<file path="config.mk">
export PLATFORM = sky130hd
export DESIGN_NAME = ram_regs
export DESIGN_NICKNAME = d
export VERILOG_FILES = /design/src/design/ram_pkg.sv /design/src/design/ram_regs.sv
export SDC_FILE = /design/constraint.sdc
export NUM_CORES = 1
export LEC_CHECK = 0
export ABC_AREA = 1
export BUFFER_PORTS_ARGS = -buffer_cell sky130_fd_sc_hd__clkbuf_2
export CORE_AREA = 2 2 107 150
export DETAILED_ROUTE_END_ITERATION = 12
export DIE_AREA = 0 0 109 152
export GPL_ROUTABILITY_DRIVEN = 0
export PLACE_DENSITY = 0.65
export RECOVER_POWER = 50
export SYNTH_ARGS = -nofsm -noshare
export SYNTH_HDL_FRONTEND = slang
export SYNTH_SLANG_ARGS = --single-unit
export TNS_END_PERCENT = 1
</file>
<file path="constraint.sdc">
create_clock -name core_clk -period 1.8 [get_ports core_clk]
set_input_delay 0.09 -clock core_clk [delete_from_list [all_inputs] [get_ports core_clk]]
set_output_delay 0.09 -clock core_clk [all_outputs]
set_load 0.01 [all_outputs]
</file>
<file path="src/design/ram_pkg.sv">
`default_nettype none
package ram_pkg;
  localparam logic [7:0] RAM_OFF_TAP_LIMITS = 8'h34;
  localparam logic [7:0] RAM_OFF_TAP1_PPM   = 8'h35;
  localparam logic [7:0] RAM_OFF_CAPDAC     = 8'h36;
  localparam logic [7:0] RAM_OFF_CTLE_STAT  = 8'h37;
  localparam logic [7:0] RAM_OFF_DFE_STAT   = 8'h38;
  localparam logic [7:0] RAM_OFF_START_IDX  = 8'h39;
  localparam logic [7:0] RAM_OFF_BOOST      = 8'h3a;
  localparam logic [7:0] RAM_OFF_PPM_HI     = 8'h3b;
  localparam logic [7:0] RAM_OFF_PPM_LO     = 8'h3c;
  localparam logic [7:0] RAM_OFF_SPARE      = 8'h3d;
  localparam logic [7:0] RAM_OFF_EYE_MON    = 8'h3e;
  localparam logic [7:0] RAM_OFF_EYE_THR    = 8'h32;
  localparam logic [7:0] RAM_OFF_INTERVAL   = 8'h69;
  localparam logic [7:0] RAM_RST_TAP_LIMITS = 8'h0f;
  localparam logic [7:0] RAM_RST_TAP1_PPM   = 8'h1f;
  localparam logic [7:0] RAM_RST_CAPDAC     = 8'h31;
  localparam logic [7:0] RAM_RST_EYE_MON    = 8'h80;
  localparam logic [7:0] RAM_RST_EYE_THR    = 8'h11;
  localparam logic [7:0] RAM_RST_INTERVAL   = 8'h00;
  localparam logic [7:0] RAM_RST_ZERO       = 8'h00;
  localparam int RAM_BIT_PPM_GO     = 5;
  localparam int RAM_BIT_EYE_IRQ_EN = 6;
  localparam int RAM_BIT_CAP_OVR    = 2;
  localparam int RAM_BIT_START_EN   = 3;
  localparam int RAM_BIT_MON_EN     = 7;
  localparam int RAM_THR_SHIFT      = 2;
  // eye interval unit in core cycles: 100 us at 20 MHz
  localparam int RAM_INTERVAL_UNIT_NS = 100000;
  localparam int RAM_CLK_NS           = 50;
  localparam int RAM_INTERVAL_UNIT_CYC = RAM_INTERVAL_UNIT_NS / RAM_CLK_NS;
  typedef enum logic [1:0] {
    RAM_EYE_IDLE    = 2'b00,
    RAM_EYE_WAIT    = 2'b01,
    RAM_EYE_MEASURE = 2'b10,
    RAM_EYE_HOLD    = 2'b11
  } ram_eye_t;
endpackage
`default_nettype wire

</file>
<file path="src/design/ram_regs.sv">
// Summary of operation
// clamp dfe taps 2-5 to 4-bit limit
// clamp dfe tap 1 to 5-bit limit
// ppm trigger starts count, self-clears
// cap dac uses override range when enabled
// ctle starts at index when enabled
// fixed boost per stage at divide 4/8
// eye monitoring only after lock declared
// repeat eye measurement once per interval
// eye openings compared to threshold times four
// status and count registers read-only
// eye interrupt only when enable bit set
`timescale 1ns/100ps
`default_nettype none
module ram_regs #(
  parameter int UNIT_CYC = ram_pkg::RAM_INTERVAL_UNIT_CYC
) (
  // clock, reset, enable
  input  wire logic       core_clk,
  input  wire logic       reset,
  input  wire logic       clk_en,
  // register port
  input  wire logic [7:0] reg_addr,
  input  wire logic       reg_wr,
  input  wire logic [7:0] reg_wdata,
  output logic      [7:0] reg_rdata,
  // adaptation engine
  input  wire logic [5:0] tap1_raw,
  input  wire logic [4:0] tap_raw [4],
  output logic      [5:0] tap1_clamped,
  output logic      [4:0] tap_clamped [4],
  input  wire logic [7:0] ctle_state_readback,
  input  wire logic [7:0] dfe_state_readback,
  input  wire logic       adapt_start_en,
  output logic            ctle_start_valid,
  output logic      [4:0] ctle_start_idx,
  input  wire logic       low_divide,
  output logic      [1:0] boost_stage [4],
  output logic            boost_fixed,
  // capacitor dac
  input  wire logic [1:0] cap_range_auto,
  output logic      [1:0] cap_range,
  // frequency error counter
  output logic            ppm_start,
  input  wire logic       ppm_done,
  input  wire logic [15:0] frequency_error_count,
  // eye monitor
  input  wire logic       lock_detect_logic,
  input  wire logic       adapt_done,
  output logic            eye_measure,
  input  wire logic       eye_done,
  input  wire logic [7:0] horizontal_eye_opening,
  input  wire logic [7:0] vertical_eye_opening,
  output logic            eye_irq
);
  import ram_pkg::*;

  logic [7:0] lim_q, lim_d, t1_q, t1_d, cap_q, cap_d, idx_q, idx_d;
  logic [7:0] bst_q, bst_d, mon_q, mon_d, thr_q, thr_d, ivl_q, ivl_d;
  logic [7:0] spr_q, spr_d, cst_q, cst_d, dst_q, dst_d;
  logic [15:0] ppm_q, ppm_d;
  logic        go_q, go_d;
  ram_eye_t    st_q, st_d;
  logic [15:0] unit_q, unit_d;
  logic [3:0]  ivc_q, ivc_d;
  logic        irq_q, irq_d;
  logic        ms_q, ms_d;

  function automatic logic wr_hit(input logic [7:0] a);
    return reg_wr && reg_addr == a;
  endfunction

  // saturating magnitude clamp, sign kept in msb
  function automatic logic [5:0] clamp(input logic [5:0] v,
                                       input logic [4:0] lim);
    logic [4:0] mag;
    mag = v[4:0];
    if (mag > lim) mag = lim;
    return {v[5], mag};
  endfunction

  always_comb begin
    lim_d = lim_q;
    t1_d  = t1_q;
    cap_d = cap_q;
    idx_d = idx_q;
    bst_d = bst_q;
    mon_d = mon_q;
    thr_d = thr_q;
    ivl_d = ivl_q;
    spr_d = spr_q;
    cst_d = ctle_state_readback;
    dst_d = dfe_state_readback;
    ppm_d = ppm_q;
    go_d  = go_q;
    if (wr_hit(RAM_OFF_TAP_LIMITS)) lim_d = {4'h0, reg_wdata[3:0]};
    if (wr_hit(RAM_OFF_TAP1_PPM)) begin
      t1_d = {3'h0, reg_wdata[4:0]};
      if (reg_wdata[RAM_BIT_PPM_GO]) go_d = 1'b1;
    end
    if (wr_hit(RAM_OFF_CAPDAC))    cap_d = reg_wdata;
    if (wr_hit(RAM_OFF_START_IDX)) idx_d = reg_wdata;
    if (wr_hit(RAM_OFF_BOOST))     bst_d = reg_wdata;
    if (wr_hit(RAM_OFF_EYE_MON))   mon_d = {reg_wdata[7], 7'h00};
    if (wr_hit(RAM_OFF_EYE_THR))   thr_d = reg_wdata;
    if (wr_hit(RAM_OFF_INTERVAL))  ivl_d = {4'h0, reg_wdata[3:0]};
    if (wr_hit(RAM_OFF_SPARE))     spr_d = reg_wdata;
    // status and count offsets take no write
    // a fresh trigger in the done cycle wins over the self clear
    if (go_q && ppm_done) begin
      go_d  = wr_hit(RAM_OFF_TAP1_PPM) && reg_wdata[RAM_BIT_PPM_GO];
      ppm_d = frequency_error_count;
    end
  end

  // eye monitor sequencer
  always_comb begin
    st_d   = st_q;
    unit_d = unit_q;
    ivc_d  = ivc_q;
    ms_d   = 1'b0;
    irq_d  = irq_q;
    if (!mon_q[RAM_BIT_MON_EN] || !lock_detect_logic) begin
      st_d = RAM_EYE_IDLE;
    end else begin
      case (st_q)
        RAM_EYE_IDLE: st_d = RAM_EYE_WAIT;
        RAM_EYE_WAIT: if (adapt_done) begin
          st_d = RAM_EYE_MEASURE;
          ms_d = 1'b1;
        end
        RAM_EYE_MEASURE: if (eye_done) begin

          irq_d = cap_q[RAM_BIT_EYE_IRQ_EN] &&
                  (horizontal_eye_opening < {2'b00, thr_q[7:4], 2'b00}
                   || vertical_eye_opening < {2'b00, thr_q[3:0], 2'b00});
          st_d   = RAM_EYE_HOLD;
          unit_d = 16'h0000;
          ivc_d  = 4'h0;
        end
        RAM_EYE_HOLD: begin

          if (unit_q == 16'(UNIT_CYC - 1)) begin
            unit_d = 16'h0000;
            if (ivc_q >= ivl_q[3:0]) begin
              st_d = RAM_EYE_MEASURE;
              ms_d = 1'b1;
            end else begin
              ivc_d = ivc_q + 4'h1;
            end
          end else begin
            unit_d = unit_q + 16'h0001;
          end
        end
        default: st_d = RAM_EYE_IDLE;
      endcase
    end
    if (!cap_q[RAM_BIT_EYE_IRQ_EN]) irq_d = 1'b0;
  end

  always_ff @(posedge core_clk) begin
    if (reset) begin
      lim_q  <= RAM_RST_TAP_LIMITS;
      t1_q   <= RAM_RST_TAP1_PPM;
      cap_q  <= RAM_RST_CAPDAC;
      idx_q  <= RAM_RST_ZERO;
      bst_q  <= RAM_RST_ZERO;
      mon_q  <= RAM_RST_EYE_MON;
      thr_q  <= RAM_RST_EYE_THR;
      ivl_q  <= RAM_RST_INTERVAL;
      spr_q  <= RAM_RST_ZERO;
      cst_q  <= RAM_RST_ZERO;
      dst_q  <= RAM_RST_ZERO;
      ppm_q  <= 16'h0000;
      go_q   <= 1'b0;
      st_q   <= RAM_EYE_IDLE;
      unit_q <= 16'h0000;
      ivc_q  <= 4'h0;
      irq_q  <= 1'b0;
      ms_q   <= 1'b0;
    end else if (clk_en) begin
      lim_q  <= lim_d;
      t1_q   <= t1_d;
      cap_q  <= cap_d;
      idx_q  <= idx_d;
      bst_q  <= bst_d;
      mon_q  <= mon_d;
      thr_q  <= thr_d;
      ivl_q  <= ivl_d;
      spr_q  <= spr_d;
      cst_q  <= cst_d;
      dst_q  <= dst_d;
      ppm_q  <= ppm_d;
      go_q   <= go_d;
      st_q   <= st_d;
      unit_q <= unit_d;
      ivc_q  <= ivc_d;
      irq_q  <= irq_d;
      ms_q   <= ms_d;
    end
  end

  // read mux; status and counts only observable here
  always_comb begin
    case (reg_addr)
      RAM_OFF_TAP_LIMITS: reg_rdata = lim_q;
      RAM_OFF_TAP1_PPM:   reg_rdata = {2'b00, go_q, t1_q[4:0]};
      RAM_OFF_CAPDAC:     reg_rdata = cap_q;
      RAM_OFF_CTLE_STAT:  reg_rdata = cst_q;
      RAM_OFF_DFE_STAT:   reg_rdata = dst_q;
      RAM_OFF_START_IDX:  reg_rdata = idx_q;
      RAM_OFF_BOOST:      reg_rdata = bst_q;
      RAM_OFF_PPM_HI:     reg_rdata = ppm_q[15:8];
      RAM_OFF_PPM_LO:     reg_rdata = ppm_q[7:0];
      RAM_OFF_SPARE:      reg_rdata = spr_q;
      RAM_OFF_EYE_MON:    reg_rdata = mon_q;
      RAM_OFF_EYE_THR:    reg_rdata = thr_q;
      RAM_OFF_INTERVAL:   reg_rdata = ivl_q;
      default:            reg_rdata = 8'h00;
    endcase
  end

  assign tap1_clamped = clamp(tap1_raw, t1_q[4:0]);
  genvar gi;
  generate
    for (gi = 0; gi < 4; gi++) begin : g_tap
      logic [5:0] c;
      // limit is only 4 bits wide, so extend with zero
      assign c = clamp({tap_raw[gi][4], 1'b0, tap_raw[gi][3:0]},
                       {1'b0, lim_q[3:0]});
      assign tap_clamped[gi] = {c[5], c[3:0]};
      assign boost_stage[gi] = bst_q[7 - 2*gi -: 2];
    end
  endgenerate
  assign boost_fixed      = low_divide;
  assign cap_range        = cap_q[RAM_BIT_CAP_OVR] ? cap_q[1:0]
                                                    : cap_range_auto;
  assign ctle_start_valid = adapt_start_en;
  assign ctle_start_idx   = adapt_start_en ? idx_q[4:0] : 5'h00;
  assign ppm_start        = go_q;
  assign eye_measure      = ms_q;
  assign eye_irq          = irq_q;
endmodule
`default_nettype wire

</file>
==> results.py <==
metrics = {
    "synthesis": {
        "yosys_register_bits": 111,
        "synth-xor-area-share": 0.00683,
        "synthMuxAreaShare": 0,
        "netlist.area_leader.share": 0.346,
        "synth_ff_type": "dfxtp_1",
        "synth_edf_count": 0,
        "synth_cells": 905,
        "synthesis.nets": 1040,
        "synth-seq-area-share": 0.346,
        "synth_compound_area_frac": 0.204,
        "mappedNetlistArea_um2": 6410,
        "synth_area_per_cell_um2": 7.09,
        "synth_area_leader_cell": "dfxtp_1",
        "synth_warnings": 0,
        "yosys.area_share.simple": 0.266,
        "synth_top_family_by_area": "simple AND/OR/NAND/NOR gates",
        "synthTopCellsByArea": "dfxtp_1 35%, nand2_1 10%, o21ai_0 8.0%, a21oi_1 7.3%, inv_1 6.5%",
        "ys_async_sr_fraction": 0,
        "yosys.area_share.adder": 0.0644,
        "yosys.cell_types.count": 47,
    },
    "floorplanning": {
        "die_w_um": 109,
        "num_rows": 54,
        "die_area_um2": 16600,
        "io_pins": 156,
        "start_util": 0.418,
        "core_um2": 15300,
        "die_height_um": 152,
    },
    "cells_and_area": {
        "nets": 1191,
        "final_area_um2": 7770,
        "multiInputGateArea_um2": 3520,
        "area_delta_synth_final_pct": 21.1,
        "antennaDiodeCount": 0,
        "drive_gt1_frac": 0.222,
        "register_area_um2": 2230,
        "n_fill_cell": 1568,
    },
    "critical_path": {
        "r2r-start": "unit_q[0]$_SDFFE_PP0P_",
        "crit_fanout": 5,
        "startpoint": "t1_q[1]$_SDFFE_PP1P_",
        "crit_path_start_kind": "flip-flop",
        "timing.rr.end": "unit_q[6]$_SDFFE_PP0P_",
        "cp.arrival_ns": 1.79,
        "endpoint_kind": "primary output",
        "ff2ff_setup_slack_ns": 0.14,
        "rr_worst_depth": 8,
        "required_ns": 1.71,
        "crit_type": "reg -> out",
    },
    "routing": {
        "via_per_inst": 5.12,
        "drtIter0Drc": 245,
        "ant_nets": 0,
        "wl_per_cell_um": 14.6,
        "drc": 0,
        "vias": 6431,
        "drt-total-wl_um": 18300,
        "drt_pass1_iterations": 5,
    },
    "worst_hold_path": {
        "min_path_type": "in -> reg",
        "hold-path-endpoint": "ppm_q[8]$_SDFFE_PP0P_",
        "hold_path_depth": 3,
        "hp-start": "frequency_error_count[8]",
    },
    "timing": {
        "setup_viol": 17,
        "report.final.slew_viol_count": 0,
        "skew_ns": 0.00746,
        "fmax_mhz": 531,
        "hold_viol": 0,
        "min_period_over_period": 1.05,
        "setup_ws_ns": -0.0842,
        "rsz0062_at_grt": "true",
        "holdWs_ns": 0.00126,
        "slew_headroom": 0.454,
        "worstMarginPinSlew_ns": 0.819,
        "fin_crit_ns": 1.88,
    },
    "grt": {
        "grt_max_degree": 37,
        "antenna_found_initial": 0,
        "grt_pass1_vias": 5860,
        "grt_overflow": 0,
        "grt.total_usage": 0.221,
        "grt_pass1_wl_um": 28600,
    },
    "power_and_ir_drop": {
        "leakage_nw": 3.50,
        "total_power_mw": 5.15,
        "ir_drop_mv": 0.467,
        "p_per_area_nw_per_um2": 662,
    },
    "status": {
        "violations": "setup timing",
        "outcome": "finished, violations left",
    },
    "cts": {
        "ctsLongestPathBuffers": 2,
        "clk_pin_slew_ns": 0.08,
        "cts_tree": "yes",
        "htreeDepth": 3,
        "cts_made_buffers": 9,
        "clock_latency_ns": 0.36,
        "clock_sinks": 111,
        "clock_tree.root_cell": "clkbuf_16",
    },
    "run": {
        "max-cap-violations": 0,
    },
    "placed_design": {
        "postPlaceCellArea_um2": 7270,
        "pre_cts_ws_ns": 0.0563,
        "dp_hpwl_um": 14000,
        "io_buffers": 139,
    },
}
## metal layers
metal  wire [um]  share of wire  track usage  up-vias
li1            -              -            -     3283
met1        7580           0.41        0.275     2908
met2        9030           0.49        0.376      197
met3        1060          0.058       0.0197       43
met4         671          0.037        0.109        0
met5           0              0            0        -
## cell type report
class / instances / share of cell area
Clock buffer: 9 / 0.0290
Clock inverter: 7 / 0.0108
Inverter: 124 / 0.0630
Multi-Input combinational cell: 637 / 0.453
Sequential cell: 111 / 0.287
Tap cell: 196 / 0.0316
Timing Repair Buffer: 173 / 0.126
## per-stage QoR
step | std cells | utilization | setup TNS (ns)
detailed placement | 1224 | 0.474 | 0
CTS | 1257 | 0.508 | -1.79
global route | 1257 | 0.507 | -3.05
finish | 1257 | 0.507 | -0.808
floorplan | 905 | - | 0
global placement | 1224 | 0.474 | 0
## critical path, stage by stage (launching register included)
cell and delay (ns):
dfxtp_2 0.32, inv_2 0.06, ha_4 0.27, inv_1 0.04
o21bai_1 0.14, a21oi_2 0.09, nor2_4 0.12, o22ai_2 0.11
o21ai_1 0.14, clkbuf_2 0.15
## logic make-up after synthesis
group / count (synthesis)
buffers and inverters: 158
flip-flops: 111
AO/OA/AOI/OAI: 241
XOR/XNOR: 5
AND/OR/NAND/NOR: 357
adder cells (fa/ha/maj): 33
## how the worst max path moves through the flow
stage	slack [ns]	end	depth (start not counted)
6_report	-0.08	tap1_clamped[2]	9
5_1_grt	-0.18	tap1_clamped[3]	10
4_1_cts	-0.13	tap1_clamped[4]	10
3_5_place_dp	0.06	tap_clamped[3]	8
3_3_place_gp	0.1	tap_clamped[3]	8
2_1_floorplan	0.34	tap_clamped[0]	6
## cells in the final DEF (no fill, tap or decap), types with 4 or more instances in the layout
cell type,count
nand2_1,182
clkbuf_2,114
inv_1,109
dfxtp_1,106
a21oi_1,87
o21ai_0,86
nor2_1,77
nand3_1,36
ha_1,30
o21ai_1,22
clkbuf_1,17
dlygate4sd3_1,16
nand4_1,15
buf_4,15
o22ai_1,11
nor3_1,11
nand2_2,10
buf_2,10
a21oi_2,9
o21ai_2,9
clkbuf_16,9
nor2_2,8
inv_4,6
o211ai_1,5
inv_2,5
dfxtp_2,5
o21ai_4,4
## power by group
| part | internal [mW] | switching [mW] |
|---|---|---|
| Combinational | 0.233 | 0.335 |
| Sequential | 2.48 | 0.0167 |
| Clock | 1.10 | 0.981 |
## synth_stat cells, types with 2 or more instances
cell	n
a21oi_1	93
a21oi_2	3
buf_2	4
buf_4	10
buf_6	7
clkbuf_1	12
dfxtp_1	111
ha_1	33
inv_1	111
inv_2	6
inv_4	5
nand2_1	175
nand2_2	12
nand2_4	8
nand3_1	36
nand3_4	2
nand3b_1	3
nand4_1	14
nor2_1	75
nor2_2	9
nor2_4	3
nor3_1	10
nor3_2	2
nor3_4	3
o211ai_1	5
o21a_1	2
o21ai_0	103
o21ai_1	10
o21ai_2	7
o22ai_1	11
xnor2_1	2
xor2_1	3
## sequential cells by signal, indices dropped and copies added (netlist names), 8 cells and up
register / flops
boost_stage: 8
thr_q: 8
ppm_q: 16
unit_q: 16
dst_q: 8
idx_q: 8
cst_q: 8
cap_q: 8
spr_q: 8
## what timing repair did
item / 4_1_cts / 5_1_grt
resized for setup: 26 / 41
setup buffers: 1 / 0
setup endpoints to repair: 21 / 21
pin swaps: 6 / 5
gates cloned: 1 / 0
endpoints found under the hold margin: 16 / 0
hold buffers: 16 / 0
(Power assumes the default switching activity.)
